$ cat src/pcip_defs.svh
// timing, offsets, reset values and encodings for the input conditioning block
`ifndef PCIP_DEFS_SVH
`define PCIP_DEFS_SVH
`define PCIP_CLK_MHZ       20
`define PCIP_INT_FAST_MHZ  10
`define PCIP_INT_BASE_EXP  ($clog2(`PCIP_CLK_MHZ / `PCIP_INT_FAST_MHZ))
`define PCIP_EXP_W         3
`define PCIP_CNT_W         4
`define PCIP_OFS_CTRL      32'h0000_0000
`define PCIP_OFS_INV       32'h0000_0004
`define PCIP_OFS_STAT      32'h0000_0008
`define PCIP_OFS_KEY       32'h0000_000C
`define PCIP_CTRL_W        9
`define PCIP_INV_W         15
`define PCIP_STAT_W        11
`define PCIP_CTRL_RST      9'h000
`define PCIP_INV_RST       15'h0000
`define PCIP_KEY_SRC       0
`define PCIP_KEY_FRAME     1
`define PCIP_SER_BITS      4
`define PCIP_SER_LAST      2'h3
`define PCIP_RESP_OKAY     2'h0
`define PCIP_RESP_DECERR   2'h3
`endif

$ cat src/pcip_pkg.sv
// types shared by the input conditioning block
package pcip_pkg;
  `include "pcip_defs.svh"

  typedef struct packed {
    logic        awvalid;
    logic [31:0] awaddr;
    logic        wvalid;
    logic [31:0] wdata;
    logic [3:0]  wstrb;
    logic        bready;
    logic        arvalid;
    logic [31:0] araddr;
    logic        rready;
  } pcip_axi_req_t;

  typedef struct packed {
    logic        awready;
    logic        wready;
    logic        bvalid;
    logic [1:0]  bresp;
    logic        arready;
    logic        rvalid;
    logic [31:0] rdata;
    logic [1:0]  rresp;
  } pcip_axi_rsp_t;

  typedef struct packed {
    logic [1:0] intRate;
    logic [1:0] extDiv;
    logic       qClkSep;
    logic       serialMode;
    logic       prbsEn;
    logic       frameExt;
    logic       seqExt;
  } pcip_ctrl_t;

  typedef struct packed {
    logic       seqClk;
    logic       serClk;
    logic       serData;
    logic       burst;
    logic       frame;
    logic       qClk;
    logic       iClk;
    logic [3:0] qBits;
    logic [3:0] iBits;
  } pcip_inv_t;

  typedef struct packed {
    logic [3:0] qData;
    logic [3:0] iData;
    logic       burst;
    logic       frameExt;
    logic       seqExt;
  } pcip_stat_t;

  typedef enum logic [2:0] {REG_CTRL, REG_INV, REG_STAT, REG_KEY, REG_NONE} pcip_reg_t;
endpackage

$ cat src/pcip_input_cond.sv
// sequence clock selection, input gating and polarity conditioning
// Notes on behaviour
// - toggle sequence clock source, show active source
// - preset selects the internal sequence clock
// - external clock divided by 1,2,4,8; preset 1
// - internal rates 10/5/2.5/1.25 MHz; preset 10
// - rate and divide ratio are independent settings
// - internal clock ignores all data and clocks
// - external, no framing: only in-phase clock used
// - external with framing: quadrature bit0 is frame
// - per-bit data inversion, reselecting clears it
// - one toggled polarity flag per clock-type input
// - serial inversion complements whole stream only
// - preset clears every inversion flag
// - latch data on in-phase clock active edge; qClkSep latches quadrature data on its own clock
// - frame active edge moves shift word out
//
// The register offsets and the AXI4-Lite register port are this design's own decisions.
`timescale 1ns/100ps
`include "pcip_defs.svh"
module pcip_input_cond (
  input  wire logic               core_clk,       // 20 MHz system clock
  input  wire logic               reset_n,        // async reset, active low
  input  pcip_pkg::pcip_axi_req_t axiReq,         // register bus requests
  output pcip_pkg::pcip_axi_rsp_t axiRsp,         // register bus answers
  input  wire logic [3:0]         iDataPin,       // in-phase data bits 0..3
  input  wire logic [3:0]         qDataPin,       // quadrature data bits 0..3
  input  wire logic               iClkPin,        // in-phase clock input
  input  wire logic               qClkPin,        // quadrature clock input
  input  wire logic               burstPin,       // burst input
  output logic [3:0]              iDataOut,       // in-phase word to modulator
  output logic [3:0]              qDataOut,       // quadrature word to modulator
  output logic                    burstOut,       // conditioned burst level
  output logic                    seqClkTick,     // sequence generator clock pulse
  output logic                    seqFrameTick,   // external frame pulse
  output logic                    seqClkExtActive // external source indicator
);
  import pcip_pkg::*;

  pcip_ctrl_t  ctrl_r;
  pcip_inv_t   inv_r;
  logic [3:0]  iDataOut_r;
  logic [3:0]  qDataOut_r;
  logic        burstOut_r;
  logic        seqFrameTick_r;
  logic [3:0]  shReg_r;
  logic [1:0]  bitCnt_r;
  logic [4:0]  edgePrev_r;
  logic        wrGo;
  logic [31:0] wrAddr;
  logic [31:0] wrData;
  logic [3:0]  wrStrb;
  logic [31:0] rdAddr;
  logic [31:0] rdData;
  logic [31:0] wMask;
  pcip_reg_t   wrSel;
  pcip_reg_t   rdSel;
  logic        useParI;
  logic        useSer;
  logic        useSeqExt;
  logic        useSeqInt;
  logic        useFrame;
  logic [3:0]  iDataC;
  logic [3:0]  qDataC;
  logic [4:0]  edgeNow;
  logic        iClkEdge;
  logic        qClkEdge;
  logic        seqEdge;
  logic        serEdge;
  logic        frameEdge;
  logic        serDataC;
  logic        serXfer;
  logic [3:0]  serWord;
  logic        divEvt;
  logic [`PCIP_EXP_W-1:0] divExp;
  pcip_stat_t  stat;
  pcip_ctrl_t  wrCtrl;

  function automatic pcip_reg_t regSel(input logic [31:0] addr);
    logic [31:0] a;
    a = {addr[31:2], 2'b00};
    if (a == `PCIP_OFS_CTRL) return REG_CTRL;
    else if (a == `PCIP_OFS_INV) return REG_INV;
    else if (a == `PCIP_OFS_STAT) return REG_STAT;
    else if (a == `PCIP_OFS_KEY) return REG_KEY;
    else return REG_NONE;
  endfunction

  function automatic logic [31:0] strbMask(input logic [3:0] strb);
    return {{8{strb[3]}}, {8{strb[2]}}, {8{strb[1]}}, {8{strb[0]}}};
  endfunction

  pcip_axil_slave u_bus (
    .core_clk (core_clk),
    .reset_n  (reset_n),
    .axiReq   (axiReq),
    .axiRsp   (axiRsp),
    .wrGo     (wrGo),
    .wrAddr   (wrAddr),
    .wrData   (wrData),
    .wrStrb   (wrStrb),
    .wrOk     (wrSel != REG_NONE),
    .rdAddr   (rdAddr),
    .rdData   (rdData),
    .rdOk     (rdSel != REG_NONE)
  );

  assign wrSel = regSel(wrAddr);
  assign rdSel = regSel(rdAddr);
  assign wMask = strbMask(wrStrb);
  assign wrCtrl = pcip_ctrl_t'(wrData[`PCIP_CTRL_W-1:0]);

  // control: plain write, or write-one-to-toggle through the key register
  always_ff @(posedge core_clk or negedge reset_n) begin
    if (!reset_n) begin
      ctrl_r <= `PCIP_CTRL_RST;
    end else if (wrGo && wrSel == REG_CTRL) begin
      ctrl_r <= pcip_ctrl_t'(`PCIP_CTRL_W'((ctrl_r & ~wMask) | (wrData & wMask)));
    end else if (wrGo && wrSel == REG_KEY && wrStrb[0]) begin
      ctrl_r.seqExt   <= ctrl_r.seqExt ^ wrData[`PCIP_KEY_SRC];
      ctrl_r.frameExt <= ctrl_r.frameExt ^ wrData[`PCIP_KEY_FRAME];
    end
  end

  // inversion flags toggle on every written one
  always_ff @(posedge core_clk or negedge reset_n) begin
    if (!reset_n) begin
      inv_r <= `PCIP_INV_RST;
    end else if (wrGo && wrSel == REG_INV) begin
      inv_r <= pcip_inv_t'(`PCIP_INV_W'(inv_r ^ (wrData & wMask)));
    end
  end

  always_comb begin
    stat          = '0;
    stat.qData    = qDataOut_r;
    stat.iData    = iDataOut_r;
    stat.burst    = burstOut_r;
    stat.frameExt = useFrame;
    stat.seqExt   = ctrl_r.seqExt;
  end

  always_comb begin
    rdData = '0;
    unique case (rdSel)
      REG_CTRL: rdData = 32'(ctrl_r);
      REG_INV:  rdData = 32'(inv_r);
      REG_STAT: rdData = 32'(stat);
      REG_KEY:  rdData = '0;
      REG_NONE: rdData = '0;
    endcase
  end

  // which inputs take part in the current mode
  always_comb begin
    useParI   = !ctrl_r.prbsEn && !ctrl_r.serialMode;
    useSer    = !ctrl_r.prbsEn && ctrl_r.serialMode;
    useSeqExt = ctrl_r.prbsEn && ctrl_r.seqExt;
    useSeqInt = ctrl_r.prbsEn && !ctrl_r.seqExt;
    useFrame  = ctrl_r.frameExt && (useSer || useSeqExt);
  end

  // polarity first, then edge detection on the conditioned level
  assign iDataC   = iDataPin ^ inv_r.iBits;
  assign qDataC   = qDataPin ^ inv_r.qBits;
  assign serDataC = iDataPin[0] ^ inv_r.serData;
  assign edgeNow  = {qDataPin[0] ^ inv_r.frame, iClkPin ^ inv_r.serClk,
                     iClkPin ^ inv_r.seqClk, qClkPin ^ inv_r.qClk,
                     iClkPin ^ inv_r.iClk};

  always_ff @(posedge core_clk or negedge reset_n) begin
    if (!reset_n) begin
      edgePrev_r <= '0;
    end else begin
      edgePrev_r <= edgeNow;
    end
  end

  assign iClkEdge  = useParI && edgeNow[0] && !edgePrev_r[0];
  assign qClkEdge  = useParI && ctrl_r.qClkSep && edgeNow[1] && !edgePrev_r[1];
  assign seqEdge   = useSeqExt && edgeNow[2] && !edgePrev_r[2];
  assign serEdge   = useSer && edgeNow[3] && !edgePrev_r[3];
  assign frameEdge = useFrame && edgeNow[4] && !edgePrev_r[4];

  // one divider serves both sources; rate and ratio stay separate fields
  assign divEvt = useSeqExt ? seqEdge : useSeqInt;
  assign divExp = ctrl_r.seqExt ? `PCIP_EXP_W'(ctrl_r.extDiv)
                : `PCIP_EXP_W'(ctrl_r.intRate) + `PCIP_EXP_W'(`PCIP_INT_BASE_EXP);

  pcip_pulse_div u_div (
    .core_clk (core_clk),
    .reset_n  (reset_n),
    .evt      (divEvt),
    .ratioExp (divExp),
    .pulse    (seqClkTick)
  );

  always_ff @(posedge core_clk or negedge reset_n) begin
    if (!reset_n) begin
      seqFrameTick_r <= 1'b0;
    end else begin
      seqFrameTick_r <= frameEdge && useSeqExt;
    end
  end

  // serial stream shift register, one bit per serial clock edge
  assign serWord = {shReg_r[`PCIP_SER_BITS-2:0], serDataC};
  assign serXfer = ctrl_r.frameExt ? frameEdge
                 : (serEdge && bitCnt_r == `PCIP_SER_LAST);

  always_ff @(posedge core_clk or negedge reset_n) begin
    if (!reset_n) begin
      shReg_r  <= '0;
      bitCnt_r <= '0;
    end else if (serEdge) begin
      shReg_r  <= serWord;
      bitCnt_r <= bitCnt_r + 1'b1;
    end
  end

  // internal framing hands over the word that the current edge completes
  always_ff @(posedge core_clk or negedge reset_n) begin
    if (!reset_n) begin
      iDataOut_r <= '0;
    end else if (iClkEdge) begin
      iDataOut_r <= iDataC;
    end else if (useSer && serXfer) begin
      iDataOut_r <= ctrl_r.frameExt ? shReg_r : serWord;
    end
  end

  always_ff @(posedge core_clk or negedge reset_n) begin
    if (!reset_n) begin
      qDataOut_r <= '0;
    end else if (ctrl_r.qClkSep ? qClkEdge : iClkEdge) begin
      qDataOut_r <= qDataC;
    end
  end

  always_ff @(posedge core_clk or negedge reset_n) begin
    if (!reset_n) begin
      burstOut_r <= 1'b0;
    end else begin
      burstOut_r <= burstPin ^ inv_r.burst;
    end
  end

  assign iDataOut        = iDataOut_r;
  assign qDataOut        = qDataOut_r;
  assign burstOut        = burstOut_r;
  assign seqFrameTick    = seqFrameTick_r;
  assign seqClkExtActive = ctrl_r.seqExt;

  logic quiet;
  assign quiet = !wrGo;
endmodule

$ cat src/pcip_pulse_div.sv
// divides a stream of one-cycle events by a power of two
`timescale 1ns/100ps
`include "pcip_defs.svh"
module pcip_pulse_div (
  input  wire logic                  core_clk,  // system clock
  input  wire logic                  reset_n,   // async reset, active low
  input  wire logic                  evt,       // one-cycle event to count
  input  wire logic [`PCIP_EXP_W-1:0] ratioExp, // divide by two to this power
  output logic                       pulse      // one pulse per ratio events
);
  import pcip_pkg::*;

  logic [`PCIP_CNT_W-1:0] cnt_r;
  logic [`PCIP_CNT_W-1:0] cntMax;
  logic                   pulse_r;

  assign cntMax = `PCIP_CNT_W'(({1'b0, `PCIP_CNT_W'(1)} << ratioExp) - 1'b1);

  // a shrinking ratio may leave the count above the limit, so wrap on >=
  always_ff @(posedge core_clk or negedge reset_n) begin
    if (!reset_n) begin
      cnt_r <= '0;
    end else if (evt) begin
      cnt_r <= (cnt_r >= cntMax) ? '0 : cnt_r + 1'b1;
    end
  end

  always_ff @(posedge core_clk or negedge reset_n) begin
    if (!reset_n) begin
      pulse_r <= 1'b0;
    end else begin
      pulse_r <= evt && (cnt_r >= cntMax);
    end
  end

  assign pulse = pulse_r;
endmodule

$ cat src/pcip_axil_slave.sv
// AXI4-Lite slave front end, one write and one read under way at a time
`timescale 1ns/100ps
`include "pcip_defs.svh"
module pcip_axil_slave (
  input  wire logic                   core_clk, // system clock
  input  wire logic                   reset_n,  // async reset, active low
  input  pcip_pkg::pcip_axi_req_t     axiReq,   // master to slave channels
  output pcip_pkg::pcip_axi_rsp_t     axiRsp,   // slave to master channels
  output logic                        wrGo,     // one-cycle register write
  output logic [31:0]                 wrAddr,   // write byte address
  output logic [31:0]                 wrData,   // write data
  output logic [3:0]                  wrStrb,   // write byte enables
  input  wire logic                   wrOk,     // write address is mapped
  output logic [31:0]                 rdAddr,   // read byte address
  input  wire logic [31:0]            rdData,   // read data for rdAddr
  input  wire logic                   rdOk      // read address is mapped
);
  import pcip_pkg::*;

  logic        awHeld_r;
  logic [31:0] awAddr_r;
  logic        wHeld_r;
  logic [31:0] wData_r;
  logic [3:0]  wStrb_r;
  logic        bValid_r;
  logic [1:0]  bResp_r;
  logic        rValid_r;
  logic [31:0] rData_r;
  logic [1:0]  rResp_r;
  logic        awTake;
  logic        wTake;
  logic        arTake;

  assign awTake = axiReq.awvalid && !awHeld_r && !bValid_r;
  assign wTake  = axiReq.wvalid && !wHeld_r && !bValid_r;
  assign arTake = axiReq.arvalid && !rValid_r;
  assign wrGo   = awHeld_r && wHeld_r && !bValid_r;
  assign wrAddr = awAddr_r;
  assign wrData = wData_r;
  assign wrStrb = wStrb_r;
  assign rdAddr = axiReq.araddr;

  always_ff @(posedge core_clk or negedge reset_n) begin
    if (!reset_n) begin
      awHeld_r <= 1'b0;
      awAddr_r <= '0;
    end else if (awTake) begin
      awHeld_r <= 1'b1;
      awAddr_r <= axiReq.awaddr;
    end else if (wrGo) begin
      awHeld_r <= 1'b0;
    end
  end

  always_ff @(posedge core_clk or negedge reset_n) begin
    if (!reset_n) begin
      wHeld_r <= 1'b0;
      wData_r <= '0;
      wStrb_r <= '0;
    end else if (wTake) begin
      wHeld_r <= 1'b1;
      wData_r <= axiReq.wdata;
      wStrb_r <= axiReq.wstrb;
    end else if (wrGo) begin
      wHeld_r <= 1'b0;
    end
  end

  always_ff @(posedge core_clk or negedge reset_n) begin
    if (!reset_n) begin
      bValid_r <= 1'b0;
      bResp_r  <= `PCIP_RESP_OKAY;
    end else if (wrGo) begin
      bValid_r <= 1'b1;
      bResp_r  <= wrOk ? `PCIP_RESP_OKAY : `PCIP_RESP_DECERR;
    end else if (axiReq.bready) begin
      bValid_r <= 1'b0;
    end
  end

  always_ff @(posedge core_clk or negedge reset_n) begin
    if (!reset_n) begin
      rValid_r <= 1'b0;
      rData_r  <= '0;
      rResp_r  <= `PCIP_RESP_OKAY;
    end else if (arTake) begin
      rValid_r <= 1'b1;
      rData_r  <= rdData;
      rResp_r  <= rdOk ? `PCIP_RESP_OKAY : `PCIP_RESP_DECERR;
    end else if (axiReq.rready) begin
      rValid_r <= 1'b0;
    end
  end

  always_comb begin
    axiRsp         = '0;
    axiRsp.awready = !awHeld_r && !bValid_r;
    axiRsp.wready  = !wHeld_r && !bValid_r;
    axiRsp.bvalid  = bValid_r;
    axiRsp.bresp   = bResp_r;
    axiRsp.arready = !rValid_r;
    axiRsp.rvalid  = rValid_r;
    axiRsp.rdata   = rData_r;
    axiRsp.rresp   = rResp_r;
  end
endmodule

$ cat config.mk
export PLATFORM = sky130hd
export DESIGN_NAME = pcip_input_cond
export DESIGN_NICKNAME = d
export VERILOG_FILES = /design/src/pcip_pkg.sv /design/src/pcip_input_cond.sv /design/src/pcip_pulse_div.sv /design/src/pcip_axil_slave.sv
export VERILOG_INCLUDE_DIRS = /design/src
export SDC_FILE = /design/constraint.sdc
export NUM_CORES = 1
export LEC_CHECK = 0
export ABC_AREA = 1
export ABC_CLOCK_PERIOD_IN_PS = 3100
export BUFFER_PORTS_ARGS = -buffer_cell sky130_fd_sc_hd__buf_2
export CAP_MARGIN = 25
export CORE_MARGIN = 2
export CORE_UTILIZATION = 50
export CTS_CLUSTER_SIZE = 25
export DETAILED_ROUTE_END_ITERATION = 8
export PLACE_DENSITY = 0.77
export SLEW_MARGIN = 20
export SYNTH_ARGS = -nofsm -noshare
export SYNTH_HDL_FRONTEND = slang
export SYNTH_SLANG_ARGS = --single-unit
$ cat constraint.sdc
create_clock -name core_clk -period 3.1 [get_ports core_clk]
set_clock_uncertainty 0.2 [all_clocks]
set_input_delay 0.31 -clock core_clk [delete_from_list [all_inputs] [get_ports core_clk]]
set_output_delay 0.31 -clock core_clk [all_outputs]
set_load 0.02 [all_outputs]
==> results.py <==
metrics = {
    "timing": {
        "max_freq_mhz": 379,
        "period_share_pct": 85.1,
        "rsz0062_at_grt": "no",
        "worstMarginPinSlew_ps": 839,
        "setup-tns-final_ps": 0,
        "fin_hold_ws_ps": 49.3,
        "fin_crit_ps": 2640,
        "setup_viol": 0,
        "slew_headroom_pct": 44.0,
        "finalMaxSlewViolations": 0,
        "hold_viol_final": 0,
    },
    "floorplanning": {
        "start_util_pct": 50.7,
        "rows": 40,
        "dieArea_sq_um": 13000,
        "dieHeight_um": 114,
        "coreArea_sq_um": 11900,
        "io-pin-count": 171,
        "die_w_um": 114,
    },
    "global_route": {
        "antenna_found_initial": 0,
        "gr-usage-all-layers_pct": 24.1,
        "grt_pass1_wl_um": 24300,
        "grt_pass1_vias": 5112,
        "grt_max_degree": 58,
        "grt_remaining_overflow": 0,
    },
    "clock_network": {
        "cts_made_buffers": 17,
        "cts_max_level": 4,
        "cts.sinks": 118,
        "root_buffer": "clkbuf_16",
        "cts_buffer_depth": 2,
        "clkTransAtPathRegs_ps": 60,
        "cts_tree": "yes",
        "cts-resized-gates": 0,
        "insertion_delay_ps": 410,
    },
    "placement": {
        "numPortBuffers": 130,
        "dp.cells": 917,
        "dp_hpwl_um": 9880,
        "gp_congestion": 0.872,
        "post_dp_cell_area_sq_um": 6750,
    },
    "drt": {
        "postRouteAntennaNets": 0,
        "drcViolationCount": 0,
        "initialDrtViolationCount": 370,
        "first_pass_iters": 5,
        "viasPerCell": 5.05,
        "wl_per_cell_um": 14.7,
        "totalWireLength_um": 14800,
        "vias": 5071,
    },
    "synth": {
        "synthFlopType": "dfrtp_1",
        "async_reset_ff_share_pct": 100,
        "synth_cell_types": 39,
        "syn_inst": 655,
        "ys_ff_latch": 118,
        "ys_warn_count": 0,
        "synth_edf_count": 0,
        "syn_area_sq_um": 6040,
        "ys_seq_area_share_pct": 48.9,
        "syn_area_per_cell_sq_um": 9.22,
    },
    "finish": {
        "fillers": 928,
        "fin_util_pct": 66.4,
        "layout.cells.most_common": "nand2_1",
        "nets": 971,
        "diodes": 0,
        "drive_gt1_share_pct": 28.7,
        "final_area_sq_um": 7910,
        "final_cell_mix": "nand2_1, buf_2, dfrtp_1, nor2_1, dlygate4sd3_1",
        "stdcell_count": 1005,
        "area_growth_pct": 31.0,
    },
    "setup_path": {
        "crit_path_frequent_cell": "ha_1",
        "crit_path_end_kind": "register",
        "worstPathArrival_ps": 2750,
        "r2r_slack_ps": 460,
        "criticalPathCategory": "register to register",
        "ff2ff_path_depth": 12,
        "endpoint": "u_div.pulse",
        "setup.worst_path.start_class": "register",
        "critPathBufInv": 2,
        "regToRegEndpoint": "u_div.pulse",
        "required_ps": 3210,
        "cp_cell_sequence": "ha_1 > nand2_1 > o21ai_0 > nand3b_1 > ha_1 > ha_1 > inv_1 > nor2_1 > o211ai_1 > and3_1 > or2_1 > inv_1",
        "cp.depth": 12,
        "cp_top_family": "adder cells",
        "max_stage_delay_ps": 390,
        "cpMaxStageDelayCell": "dfrtp_1",
        "crit_fanout": 5,
    },
    "run_status": {
        "outcome": "finished clean",
    },
    "hold_path": {
        "hold_class": "primary input to register",
        "hold_path.startpoint": "qDataPin[0]",
    },
    "pwr": {
        "clkPwrFrac_pct": 36.5,
        "internal_power_uw": 3760,
        "p_sw_share_pct": 30.5,
        "p_leak_uw": 0.00394,
        "peakVddDrop_mv": 0.668,
        "p_sw_uw": 1650,
        "pwr-share-seq_pct": 40.5,
        "power.density_nw_per_um2": 683,
        "combPwrFrac_pct": 23.1,
    },
    "run": {
        "max_cap_violations": 0,
    },
}
==> power by group through the flow <==
| stage | Clock (uW) | Combinational, uW | Sequential [uW] |
|---|---|---|---|
| after detailed placement | 0 | 1170 | 2190 |
| after global placement | 0 | 1140 | 2170 |
| final | 1970 | 1250 | 2190 |
| after CTS | 1990 | 1230 | 2160 |
| after global routing | 2070 | 1380 | 2230 |
| after floorplan | 0 | 917 | 2130 |
==> routing by layer <==
layer	share of wire, %	vias to the layer above	track usage [%]	wire, um
met5	0	-	0	0
met2	51	183	43.1	7560
met3	6.7	19	6.85	996
met1	41	2391	28.5	6080
li1	-	2478	-	-
met4	1.2	0	6.26	175
==> flip-flops by register name, summed over array words and instances (netlist names), 2 cells and up, named ones only <==
signal,flops
shReg_r,4
u_bus.wrStrb,2
u_div.cnt_r,4
u_bus.wrAddr,30
inv_r,15
bitCnt_r,2
u_bus.wrData,15
iDataOut,4
u_bus.rData_r,15
edgePrev_r,5
qDataOut,4
==> worst min-delay path, delay by kind of cell <==
kind                   cells  cell delay [ps]
XOR/XNOR                   1              120
buffers and inverters      2              200
==> synthesized netlist by cell type (2+ instances only) <==
master	count	share of area, %
buf_6	2	0.37
o21ai_0	11	0.91
ha_1	8	1.7
o21ai_1	11	0.91
inv_1	46	2.9
dfrtp_1	118	49
clkbuf_1	4	0.25
nor2_2	6	0.62
nor2_1	62	3.9
or2_1	2	0.21
nand2_1	145	9.0
nand3b_1	2	0.25
buf_4	22	2.7
nor2_4	6	1.1
nand3_2	3	0.50
xor2_1	21	3.0
mux2_2	43	8.0
o211ai_1	5	0.62
buf_2	9	0.75
o31ai_2	4	0.83
nand2_2	3	0.31
xnor2_1	15	2.2
and2_1	2	0.21
inv_2	7	0.44
nor3_1	2	0.17
nand4_1	12	1.2
nand3_1	53	4.4
a21oi_1	20	1.7
==> worst min path at each step <==
stage,endpoint,cells past startpoint
floorplan,async pin,0
global placement,u_bus.rValid_r,1
detailed placement,u_bus.rValid_r,1
CTS,edgePrev_r[2],2
global route,edgePrev_r[4],3
finish,edgePrev_r[4],3
==> kinds of logic after synthesis <==
family                     share of synthesized area [%]
other                                             0.0621
DFF                                                 48.9
xor gates and xnor gates                            5.22
muxes                                               8.20
and+or+nand+nor                                     23.0
adders and majority gates                           1.66
buffers and inverters                               7.39
AOI/OAI and AO/OA                                   5.57
==> repair_timing <==
action	CTS	global route
hold buffers	55	1
hold endpoints to repair	109	1
endpoints found under the setup margin	0	0
buffers inserted	0	0
==> cell type report <==
type                       instances  area [sq um]  share of cell area (%)
multi-input combinational        463          2700                    34.1
tap                              147           184                    2.32
clock buffer                      21           480                    6.07
inverter                          53           199                    2.51
timing repair buffer             192          1270                    16.1
clock inverter                    11           124                    1.57
sequential                       118          2950                    37.3
==> per-stage QoR <==
step                      worst slack (ps)  total power (uW)
after detailed placement               469              3360
after floorplan                        556              3050
after global routing                   317              5680
after global placement                 534              3310
after CTS                              452              5380
final                                  460              5410
No activity file was read; power rests on OpenSTA's default activity.
